## config.mk

```make
export PLATFORM = sky130hd
export DESIGN_NAME = tdsm_core
export DESIGN_NICKNAME = d
export VERILOG_FILES = /design/src/rtl/tdsm_core.v
export VERILOG_INCLUDE_DIRS = /design/src /design/src/rtl
export SDC_FILE = /design/constraint.sdc
export NUM_CORES = 2
export LEC_CHECK = 0
export ABC_AREA = 1
export BUFFER_PORTS_ARGS = -buffer_cell sky130_fd_sc_hd__buf_2
export CAP_MARGIN = 30
export CORE_AREA = 2 2 334 336
export DETAILED_ROUTE_END_ITERATION = 8
export DIE_AREA = 0 0 336 338
export GPL_ROUTABILITY_DRIVEN = 0
export GPL_TIMING_DRIVEN = 1
export MAX_ROUTING_LAYER = met4
export PLACE_DENSITY = 0.72
export SLEW_MARGIN = 40
export SYNTH_ARGS = -nofsm -noshare
export SYNTH_HDL_FRONTEND = slang
export SYNTH_SLANG_ARGS = --single-unit
```

## constraint.sdc

```tcl
create_clock -name pclk -period 3.28 [get_ports pclk]
set_input_delay 0.328 -clock pclk [delete_from_list [all_inputs] [get_ports pclk]]
set_output_delay 0.328 -clock pclk [all_outputs]
set_load 0.03 [all_outputs]
```

## src/rtl/tdsm_map.vh

```
/*
  Register map, field positions, sizes and reset values of the table driven state machine.
  Assumes a 32-bit APB bus with word-aligned registers.
*/
`ifndef TDSM_MAP_VH
`define TDSM_MAP_VH
// Sizes
`define TDSM_NUM_IN       4
`define TDSM_NUM_OUT      4
`define TDSM_NUM_STATES   8
`define TDSM_STATE_W      3
`define TDSM_NUM_ENT      32
`define TDSM_ENT_W        5
// Register byte offsets
`define TDSM_CTRL_ADDR    12'h000
`define TDSM_STAT_ADDR    12'h004
`define TDSM_IDX_ADDR     12'h008
`define TDSM_ENT_ADDR     12'h00C
`define TDSM_OUTV_ADDR    12'h010
`define TDSM_HDR_ADDR     12'h014
// Control fields
`define TDSM_CTRL_RUN     0
`define TDSM_CTRL_SRST    1
`define TDSM_CTRL_DEF_LO  4
// Entry word fields: pattern, care mask, dest, owner, valid
`define TDSM_ENT_PAT_LO   0
`define TDSM_ENT_CARE_LO  8
`define TDSM_ENT_DEST_LO  16
`define TDSM_ENT_OWN_LO   20
`define TDSM_ENT_VALID    31
// Output value: 4-bit slot per output, level [0], unknown flag [1], drive code [3:2]
`define TDSM_OV_SLOT      4
`define TDSM_OV_LVL       0
`define TDSM_OV_UNK       1
`define TDSM_OV_DRV_LO    2
`define TDSM_DRV_STRONG   2'h0
`define TDSM_DRV_RESIST   2'h1
`define TDSM_DRV_HIZ      2'h2
`define TDSM_DRV_UNDEF    2'h3
// Reset values
`define TDSM_DEF_STATE    3'h0
// Clock to output delay, ns and cycles at 5 ns
`define TDSM_CLK_DELAY_NS 1
`define TDSM_CLK_PERIOD_NS 5
`define TDSM_CLK_DELAY_CYC ((`TDSM_CLK_DELAY_NS + `TDSM_CLK_PERIOD_NS - 1) / `TDSM_CLK_PERIOD_NS)
`endif

```

## src/rtl/tdsm_core.v

```verilog
/*
  Table driven Moore state machine with an APB loaded transition table.
  Assumes synchronous inputs on pclk and a well formed table written by software.
*/
// The APB interface to the registers and the register offsets are this design's own decisions.
// What this block does
// - States are numbered from zero and each state has exactly one definition slot.
// - Each state definition is a leading entry plus any number of further transition entries.
// - Every entry maps an input pattern to a destination state entered on the next clock.
// - A per-state output value register, not the leading entry, fixes the output value while in that state.
// - Each output bit carries a level of 0, 1 or unknown and a drive of strong, resistive, high-z or undefined.
// - Hardware reset forces state zero; sm_reset and the control soft reset force a configurable default state.
// - All state, output and transition behaviour comes from the loaded table.
`timescale 1ns/100ps
`include "tdsm_map.vh"
module tdsm_core (
  // Clock, enable and reset
  input  wire        pclk,
  input  wire        presetn,
  input  wire        clk_en,
  // APB slave
  input  wire        psel,
  input  wire        penable,
  input  wire        pwrite,
  input  wire [11:0] paddr,
  input  wire [31:0] pwdata,
  output reg  [31:0] prdata,
  output reg         pready,
  output reg         pslverr,
  // Machine pins
  input  wire [`TDSM_NUM_IN-1:0]  sm_in,
  input  wire                     sm_reset,
  output reg  [`TDSM_NUM_OUT-1:0] out_level,
  output reg  [`TDSM_NUM_OUT-1:0] out_unknown,
  output reg  [2*`TDSM_NUM_OUT-1:0] out_drive,
  output reg  [`TDSM_STATE_W-1:0] present_state_index
);
  localparam OVW = `TDSM_OV_SLOT * `TDSM_NUM_OUT;
  // Table storage
  reg [31:0]            ent_q [0:`TDSM_NUM_ENT-1];
  reg [OVW-1:0]         outv_q [0:`TDSM_NUM_STATES-1];
  reg [`TDSM_ENT_W-1:0] hdr_q [0:`TDSM_NUM_STATES-1];
  reg                   run_q;
  reg [`TDSM_STATE_W-1:0] def_q;
  reg [`TDSM_ENT_W-1:0] idx_q;
  reg [`TDSM_STATE_W-1:0] state_q;
  reg [`TDSM_STATE_W-1:0] state_d;
  reg                   miss_q;
  reg                   hit;
  integer               k;
  // APB strobes; slave answers in the access cycle with no waits while clk_en is high.
  // Writes are gated by pready so that a stalled setup cycle never
  // lands a write at an edge where the master does not see ready.
  wire acc = psel & penable & pready & clk_en;
  wire wr  = acc & pwrite;
  wire known = (paddr == `TDSM_CTRL_ADDR) || (paddr == `TDSM_STAT_ADDR) || (paddr == `TDSM_IDX_ADDR)
    || (paddr == `TDSM_ENT_ADDR) || (paddr == `TDSM_OUTV_ADDR) || (paddr == `TDSM_HDR_ADDR);
  wire [`TDSM_STATE_W-1:0] idx_st = idx_q[`TDSM_STATE_W-1:0];

  // Register writes; table is indexed through idx_q
  always @(posedge pclk or negedge presetn)
  begin
    if (!presetn)
    begin
      run_q <= 1'b0;
      def_q <= `TDSM_DEF_STATE;
      idx_q <= {`TDSM_ENT_W{1'b0}};
    end
    else if (wr)
    begin
      if (paddr == `TDSM_CTRL_ADDR)
      begin
        run_q <= pwdata[`TDSM_CTRL_RUN];
        def_q <= pwdata[`TDSM_CTRL_DEF_LO +: `TDSM_STATE_W];
      end
      else if (paddr == `TDSM_IDX_ADDR)
        idx_q <= pwdata[`TDSM_ENT_W-1:0];
      else if (paddr == `TDSM_ENT_ADDR)
        idx_q <= idx_q + 1'b1; // Auto increment eases bulk loading
    end
  end

  // Table arrays are cleared by reset, which also clears the valid bit of every entry
  genvar g;
  generate
    for (g = 0; g < `TDSM_NUM_ENT; g = g + 1)
    begin : g_ent
      always @(posedge pclk or negedge presetn)
      begin
        if (!presetn)
          ent_q[g] <= 32'h00000000;
        else if (wr && paddr == `TDSM_ENT_ADDR && idx_q == g)
          ent_q[g] <= pwdata;
      end
    end
    for (g = 0; g < `TDSM_NUM_STATES; g = g + 1)
    begin : g_st
      always @(posedge pclk or negedge presetn)
      begin
        if (!presetn)
        begin
          outv_q[g] <= {OVW{1'b0}};
          hdr_q[g]  <= {`TDSM_ENT_W{1'b0}};
        end
        else if (wr && idx_st == g)
        begin
          if (paddr == `TDSM_OUTV_ADDR)
            outv_q[g] <= pwdata[OVW-1:0];
          else if (paddr == `TDSM_HDR_ADDR)
            hdr_q[g] <= pwdata[`TDSM_ENT_W-1:0];
        end
      end
    end
  endgenerate

  // Lowest matching entry owned by the present state wins; leading entry first by index order
  // Entries of one state need not be contiguous; the owner field alone ties them to it.
  // An unloaded table gives no hit, so the state simply holds.
  always @*
  begin
    state_d = state_q;
    hit = 1'b0;
    for (k = `TDSM_NUM_ENT - 1; k >= 0; k = k - 1)
    begin
      if (ent_q[k][`TDSM_ENT_VALID]
          && ent_q[k][`TDSM_ENT_OWN_LO +: `TDSM_STATE_W] == state_q
          && (((sm_in ^ ent_q[k][`TDSM_ENT_PAT_LO +: `TDSM_NUM_IN])
               & ent_q[k][`TDSM_ENT_CARE_LO +: `TDSM_NUM_IN]) == {`TDSM_NUM_IN{1'b0}}))
      begin
        state_d = ent_q[k][`TDSM_ENT_DEST_LO +: `TDSM_STATE_W];
        hit = 1'b1;
      end
    end
  end

  // State register; no match holds the state since no transition is defined
  always @(posedge pclk or negedge presetn)
  begin
    if (!presetn)
    begin
      state_q <= `TDSM_DEF_STATE;
      miss_q  <= 1'b0;
    end
    else if (clk_en)
    begin
      // Soft reset takes the default written with it, not the old one
      if (sm_reset)
        state_q <= def_q;
      else if (wr && paddr == `TDSM_CTRL_ADDR && pwdata[`TDSM_CTRL_SRST])
        state_q <= pwdata[`TDSM_CTRL_DEF_LO +: `TDSM_STATE_W];
      else if (run_q)
      begin
        state_q <= state_d;
        miss_q  <= miss_q | ~hit;
      end
      if (wr && paddr == `TDSM_STAT_ADDR && pwdata[0] && !(run_q && !hit && !sm_reset))
        miss_q <= 1'b0; // Set wins over clear
    end
  end

  // Moore outputs registered from the present state
  // Level is passed as written even when flagged unknown;
  // whatever models the pin must honour the unknown flag first.
  generate
    for (g = 0; g < `TDSM_NUM_OUT; g = g + 1)
    begin : g_out
      always @(posedge pclk or negedge presetn)
      begin
        if (!presetn)
        begin
          out_level[g]       <= 1'b0;
          out_unknown[g]     <= 1'b0;
          out_drive[2*g +: 2] <= `TDSM_DRV_STRONG;
        end
        else if (clk_en)
        begin
          out_level[g]        <= outv_q[state_q][`TDSM_OV_SLOT*g+`TDSM_OV_LVL];
          out_unknown[g]      <= outv_q[state_q][`TDSM_OV_SLOT*g+`TDSM_OV_UNK];
          out_drive[2*g +: 2] <= outv_q[state_q][`TDSM_OV_SLOT*g+`TDSM_OV_DRV_LO +: 2];
        end
      end
    end
  endgenerate

  // APB read data and answer
  always @(posedge pclk or negedge presetn)
  begin
    if (!presetn)
    begin
      prdata  <= 32'h00000000;
      pready  <= 1'b0;
      pslverr <= 1'b0;
      present_state_index <= `TDSM_DEF_STATE;
    end
    else if (clk_en)
    begin
      present_state_index <= state_q;
      // Ready toggles off the select alone, so a setup edge lost to a
      // low enable is simply taken at the next enabled edge.
      // Back-to-back transfers of one master need no idle cycle; ready drops in the next setup cycle.
      pready  <= psel & ~pready;
      pslverr <= psel & ~pready & ~known;
      prdata  <= 32'h00000000;
      if (psel && !pready && !pwrite)
      begin
        if (paddr == `TDSM_CTRL_ADDR)
          prdata <= {25'h0, def_q, 3'h0, run_q};
        else if (paddr == `TDSM_STAT_ADDR)
          prdata <= {24'h0, 1'b0, state_q, 3'h0, miss_q};
        else if (paddr == `TDSM_IDX_ADDR)
          prdata <= {27'h0, idx_q};
        else if (paddr == `TDSM_ENT_ADDR)
          prdata <= ent_q[idx_q];
        else if (paddr == `TDSM_OUTV_ADDR)
          prdata <= {{(32-OVW){1'b0}}, outv_q[idx_st]};
        else if (paddr == `TDSM_HDR_ADDR)
          prdata <= {27'h0, hdr_q[idx_st]};
      end
    end
  end
endmodule // tdsm_core

```

# After elaboration in Yosys (flattened, before gate mapping)

Cells that the tools add are included.

Add/sub/neg operators: 1
Multipliers: 0
Divide/modulo/power cells: 0
Magnitude comparators: 3
Eq/ne operators: 77
Shift operators: 0
Mux-type cells: 92
Bitwise gates (word level): 79
Reductions and logical operators: 183

Operator list:

| operator                                                          | number |
|---|---|
| 32-bit two-way mux                                                | 7 |
| 32-bit binary-select mux with 5-bit select                        | 1 |
| 4-bit AND                                                         | 32 |
| 4-bit logical NOT                                                 | 32 |
| 4-bit XOR                                                         | 32 |
| 1-bit logical AND                                                 | 114 |
| 3-bit two-way mux                                                 | 35 |
| 16-bit binary-select mux with 3-bit select                        | 2 |
| 3-bit == test                                                     | 32 |
| 5-bit == test (second input constant)                             | 16 |
| 16-bit two-way mux                                                | 5 |
| 5-bit by 4-bit == test with 1-bit output (second input constant)  | 8 |
| 1-bit two-way mux                                                 | 36 |
| 34-bit nonzero test                                               | 1 |
| 3-bit AND reduction                                               | 10 |
| 5-bit two-way mux                                                 | 5 |
| 12-bit by 4-bit == test with 1-bit output (second input constant) | 2 |
| 12-bit by 5-bit == test with 1-bit output (second input constant) | 2 |
| 5-bit by 3-bit == test with 1-bit output (second input constant)  | 4 |
| 2-bit AND reduction                                               | 9 |
| 5-bit binary-select mux with 3-bit select                         | 1 |
| 12-bit by 3-bit == test with 1-bit output (second input constant) | 1 |
| 3-bit == test (second input constant)                             | 4 |
| 12-bit logical NOT                                                | 1 |
| other kinds (20)                                                  | 43 |

Register bits after elaboration: 1258
Latch bits: 0
RAM bits: 0
ROM bits: 0
Input bits: 55
Output and inout port bits: 53
Logic and storage cells: 504
Memories: 0

# Longest topological paths before layout

Depth after elaboration: 43
Mapped depth: 46
Depth with buffers taken out: 44

# Worst setup path before layout

Ideal clock, no wire load.

Path kind: reg-to-reg
Start point: register state_q[0]
End point: register state_q[0]
Setup time: 117 ps
Arrival: 2651 ps
Required time: 3163 ps
Slack: 513 ps
Cell stages (with the launch flop): 36
Buffers on the path: 3
Clock period less this slack: 2767 ps
Path through: dfrtp_1 -> buf_6 -> inv_8 -> buf_8 -> buf_6 -> o21ai_2 -> a2111oi_2 -> nand2_2 -> o21ai_0 -> inv_2 -> nand2_1 -> nand2_1 -> nand2_1 -> nand2_1 -> nand2_1 -> nand2_1 -> nand2_1 -> nand2_1 -> nand2_1 -> nand2_1 -> nand2_1 -> nand2_1 -> nand2_1 -> nand2_1 -> nand2_1 -> nand2_1 -> nand2_1 -> nand2_1 -> nand2_1 -> nand2_1 -> nand2_1 -> nand2_1 -> nand2_1 -> nand2_1 -> nand2_1 -> nand2_1

Word-level cells in the longest chain between the ends: 37
Elaborated cells on any way between the ends: 132
Classes of those cells: 32 x eq/ne; 34 x mux; 66 x reduce/logical

RTL lines:

| element                         | RTL line        | text |
|---|---|---|
| start: declaration              | tdsm_core.v:46  | `` reg [`TDSM_STATE_W-1:0] state_q; `` |
| start signal: assignment        | tdsm_core.v:141 | `` state_q <= `TDSM_DEF_STATE; `` |
| start signal: assignment        | tdsm_core.v:148 | `state_q <= def_q;` |
| start signal: assignment        | tdsm_core.v:150 | `` state_q <= pwdata[`TDSM_CTRL_DEF_LO +: `TDSM_STATE_W]; `` |
| 3-bit == test                   | tdsm_core.v:126 | `` && ent_q[k][`TDSM_ENT_OWN_LO +: `TDSM_STATE_W] == state_q `` |
| 1-bit logical AND (2 in a row)  | tdsm_core.v:125 | `` if (ent_q[k][`TDSM_ENT_VALID] `` |
| 3-bit two-way mux (31 in a row) | tdsm_core.v:125 |  |
| 3-bit two-way mux               | tdsm_core.v:151 | `else if (run_q)` |
| 3-bit two-way mux               | tdsm_core.v:149 | `` else if (wr && paddr == `TDSM_CTRL_ADDR && pwdata[`TDSM_CTRL_SRST]) `` |
| 3-bit two-way mux               | tdsm_core.v:147 | `if (sm_reset)` |

Several ways; a longest one is shown, not always the timed one. The select of a mux whose other input is x is not followed.
A chain may end at the register's enable or synchronous reset.

# Worst setup path in the final report

Start point: register state_q[1]
End point: register state_q[2]

Same word-level chain as after synthesis.

==> run_results.csv <==
group,metric,value,unit
status,run_status,"finished, violations left",
status,violations,"negative setup slack",
logic_synthesis,synthFlopType,"dfrtp_1",
cts,clkSinkCount,1258,
worst_setup_path,critical_path_class,"flop to flop",
placement,dp.cells,8984,
floorplanning,num_io_pins,108,
sta,tightest_slew,969,ps
min_path,holdPathEnd,"miss_q",
logic_synthesis,syn_area,0.0610,mm2
grt,antenna_found_initial,6,
cts,cts-root-buf,"clkbuf_16",
logic_synthesis,yosysSeqAreaShare,51.6,%
floorplanning,fp.coreArea,0.110,mm2
drt,viasPerCell,6.25,
floorplanning,die_h,338,um
sta,slew_viol_final,0,
final_layout,final_area,0.0691,mm2
logic_synthesis,avgSynthCellArea,7.95,um2
drt,num_vias,57810,
grt,first_global_vias,53859,
worst_setup_path,cp-start-kind,"flop",
placement,io_buffers,107,
drt,ant_nets,0,
logic_synthesis,ys_seq_elements,1258,
sta,setup_viol,3,
sta,final.setup.worst_slack,-301,ps
sta,fin_skew,18.1,ps
worst_setup_path,reg2reg_slack,-300,ps
logic_synthesis,syn_inst,7678,
worst_setup_path,endpoint_kind,"flop",
grt,grt_pass1_wl,327,mm
sta,tns,-637,ps
logic_synthesis,yosysTopAreaCell,"dfrtp_1",
logic_synthesis,ys_types,65,
drt,drt_pass1_iterations,9,
sta,maxSlewHeadroom,35.4,%
flow_run,drv_cap,0,
min_path,hold_start,"penable",
sta,fmax,279,MHz
pwr,power_density,483,mW/mm2
logic_synthesis,synthesis.nets,7741,
min_path,holdPathStages,6,
logic_synthesis,yosysTopAreaCellShare,51.6,%
sta,period_needed,3580,ps
grt,grt_start_max_net_pins,144,
drt,route.detailed.drc,0,
logic_synthesis,yosys_warnings,0,
final_layout,drive_gt1_share,10.4,%
worst_setup_path,slowest_stage,"dfrtp_2",
sta,period_share,109,%
floorplanning,chipWidth,336,um
pwr,leakage,31.2,nW
logic_synthesis,synth_edf_count,0,
floorplanning,initial_utilization,55.4,%
worst_setup_path,r2r_cells,41,
worst_setup_path,cp.arrival,4230,ps
placement,place_area,0.0642,mm2
worst_setup_path,max_stage_delay,420,ps
sta,hold_viol,0,
drt,wirelength,213,mm
cts,cts.clk_slew.worst_paths,60,ps
cts,h-tree-depth,4,
worst_setup_path,r2r-end,"state_q[2]",
cts,cts_tree,"built",
final_layout,num-fill-cells,9433,
min_path,hold_class,"input pin to flop",
final_layout,area_delta_synth_final,13.3,%
worst_setup_path,cpMostUsedCell,"nand2_1",
final_layout,stdcell_count,9254,
placement,place_hpwl,131,mm
drt,wl_per_cell,23.0,um
floorplanning,die_area,0.114,mm2
cts,numCtsBuffers,138,
final_layout,final_nets,7717,
worst_setup_path,required,3930,ps
cts,clock_latency,760,ps
worst_setup_path,worstPathMaxFanout,3,
floorplanning,rows,122,
logic_synthesis,async_reset_ff_share,100,%
pwr,ir_drop,0.480,mV
grt,grt.total_usage,38.7,%
cts,ctsLongestPathBuffers,3,
worst_setup_path,r2r-start,"state_q[1]",
sta,rsz0062_at_grt,"true",
grt,gr-total-overflow,0,
logic_synthesis,synth_area_leaders,"dfrtp_1, o21ai_0, nand2_1",
drt,drt_iter0_drc,7912,
-- metrics by stage --
stage / hold WS, ps / power (mW) / setup WS [ps] / util, %
floorplan: 32.4 / 16.7 / 513 / -
global placement: 284 / 17.5 / -335 / 58.3
detailed placement: 290 / 17.5 / -300 / 58.3
CTS: 1.72 / 33.4 / -163 / 62.7
global route: 87.7 / 34.2 / -653 / 62.8
finish: 33.9 / 33.4 / -301 / 62.8
-- synth_stat cells, drive strengths merged, types with 9 or more instances --
cell type  count
o2111ai        9
xor2          61
nor4           9
a21oi        247
o21ai       1960
o211ai        17
a2111oi       22
a221oi        26
o22ai        214
o221ai        22
or2           12
a32o          26
inv          263
nand2       1903
nand4         81
a22o          21
nand3        171
buf           67
dfrtp       1258
clkbuf       596
nor3          20
nor2         615
a22oi         10
-- kinds of logic (layout without fill, tap and decap cells) --
| family | after synthesis | after routing | synth area share [%] |
|---|---|---|---|
| simple gates | 2815 | 2815 | 18.3 |
| compound gates | 2603 | 2603 | 23.0 |
| flops | 1258 | 1258 | 51.6 |
| buf+inv | 930 | 1014 | 6.05 |
| xor+xnor | 64 | 64 | 0.919 |
| fa+ha+maj | 8 | 8 | 0.164 |
| other cells | 0 | 4 | 0 |
-- layout by cell type (no fill, tap or decap), types with 21 or more instances in the layout --
master / count
buf_4: 329
nand2_2: 25
a22o_1: 21
o22ai_1: 214
clkinv_2: 25
inv_1: 237
nor2_1: 601
dfrtp_1: 1252
clkbuf_8: 26
a221oi_1: 24
nand4_1: 81
xor2_1: 61
a21oi_1: 245
nand2_1: 1877
o21ai_0: 1947
clkbuf_16: 144
clkbuf_1: 35
buf_12: 44
a32o_1: 26
buf_2: 107
nand3_1: 168
o221ai_1: 22
-- layer usage --
layer	share of wire, %	track usage (%)	wire [um]	up-vias
met2	43	56.0	92100	3483
met4	6.5	21.8	13800	0
met1	39	51.1	82700	27774
met3	11	7.65	24100	695
met5	0	-	0	-
li1	-	-	-	25858
-- timing repair --
item	CTS	global route
hold buffers	10	0
endpoints found under the setup margin	4	4
resized for setup	23	10
cloned	0	0
hold endpoints to repair	184	0
setup buffers	3	4
pin swaps	23	18
-- critical path: cells and delay by family (launching register included) --
family | cells | cell delay, ps
and+or+nand+nor | 34 | 2280
AOI/OAI and AO/OA | 4 | 400
DFF | 1 | 420
buffers and inverters | 3 | 390
-- power breakdown --
part | internal [mW] | switching, mW | leakage (nW) | total [mW]
combinational | 0.382 | 1.27 | 11.4 | 1.65
sequential | 15.6 | 0.0520 | 17.5 | 15.6
clock | 9.58 | 6.51 | 2.30 | 16.1
total | 25.5 | 7.82 | 31.2 | 33.4
-- worst max-delay path by stage --
stage	from	end	slack (ps)	depth (start not counted)
final	state_q[1]	state_q[2]	-300	41
after global routing	state_q[1]	state_q[2]	-650	41
after CTS	state_q[1]	state_q[2]	-160	40
after detailed placement	sm_in[2]	state_q[0]	-300	43
after global placement	sm_in[2]	state_q[0]	-340	43
after floorplan	state_q[0]	state_q[0]	510	35
-- registers in the layout (all words and copies together) (netlist names) --
register	cells
def_q	3
ent_q	1024
hdr_q	40
idx_q	5
miss_q	1
out_drive	8
out_level	4
out_unknown	4
outv_q	128
prdata	32
pready	1
present_state_index	3
pslverr	1
run_q	1
state_q	3
-- final cells by class --
class | count | area, um2 | area share (%)
timing repair buffer | 499 | 4100 | 5.94
sequential | 1258 | 31500 | 45.5
clock inverter | 43 | 563 | 0.814
antenna | 4 | 10.0 | 0.0145
inverter | 267 | 1040 | 1.50
multi-input combinational | 5490 | 26000 | 37.6
tap | 1488 | 1860 | 2.69
clock buffer | 205 | 4090 | 5.92
Note: power is estimated with default switching activity, not from simulation.
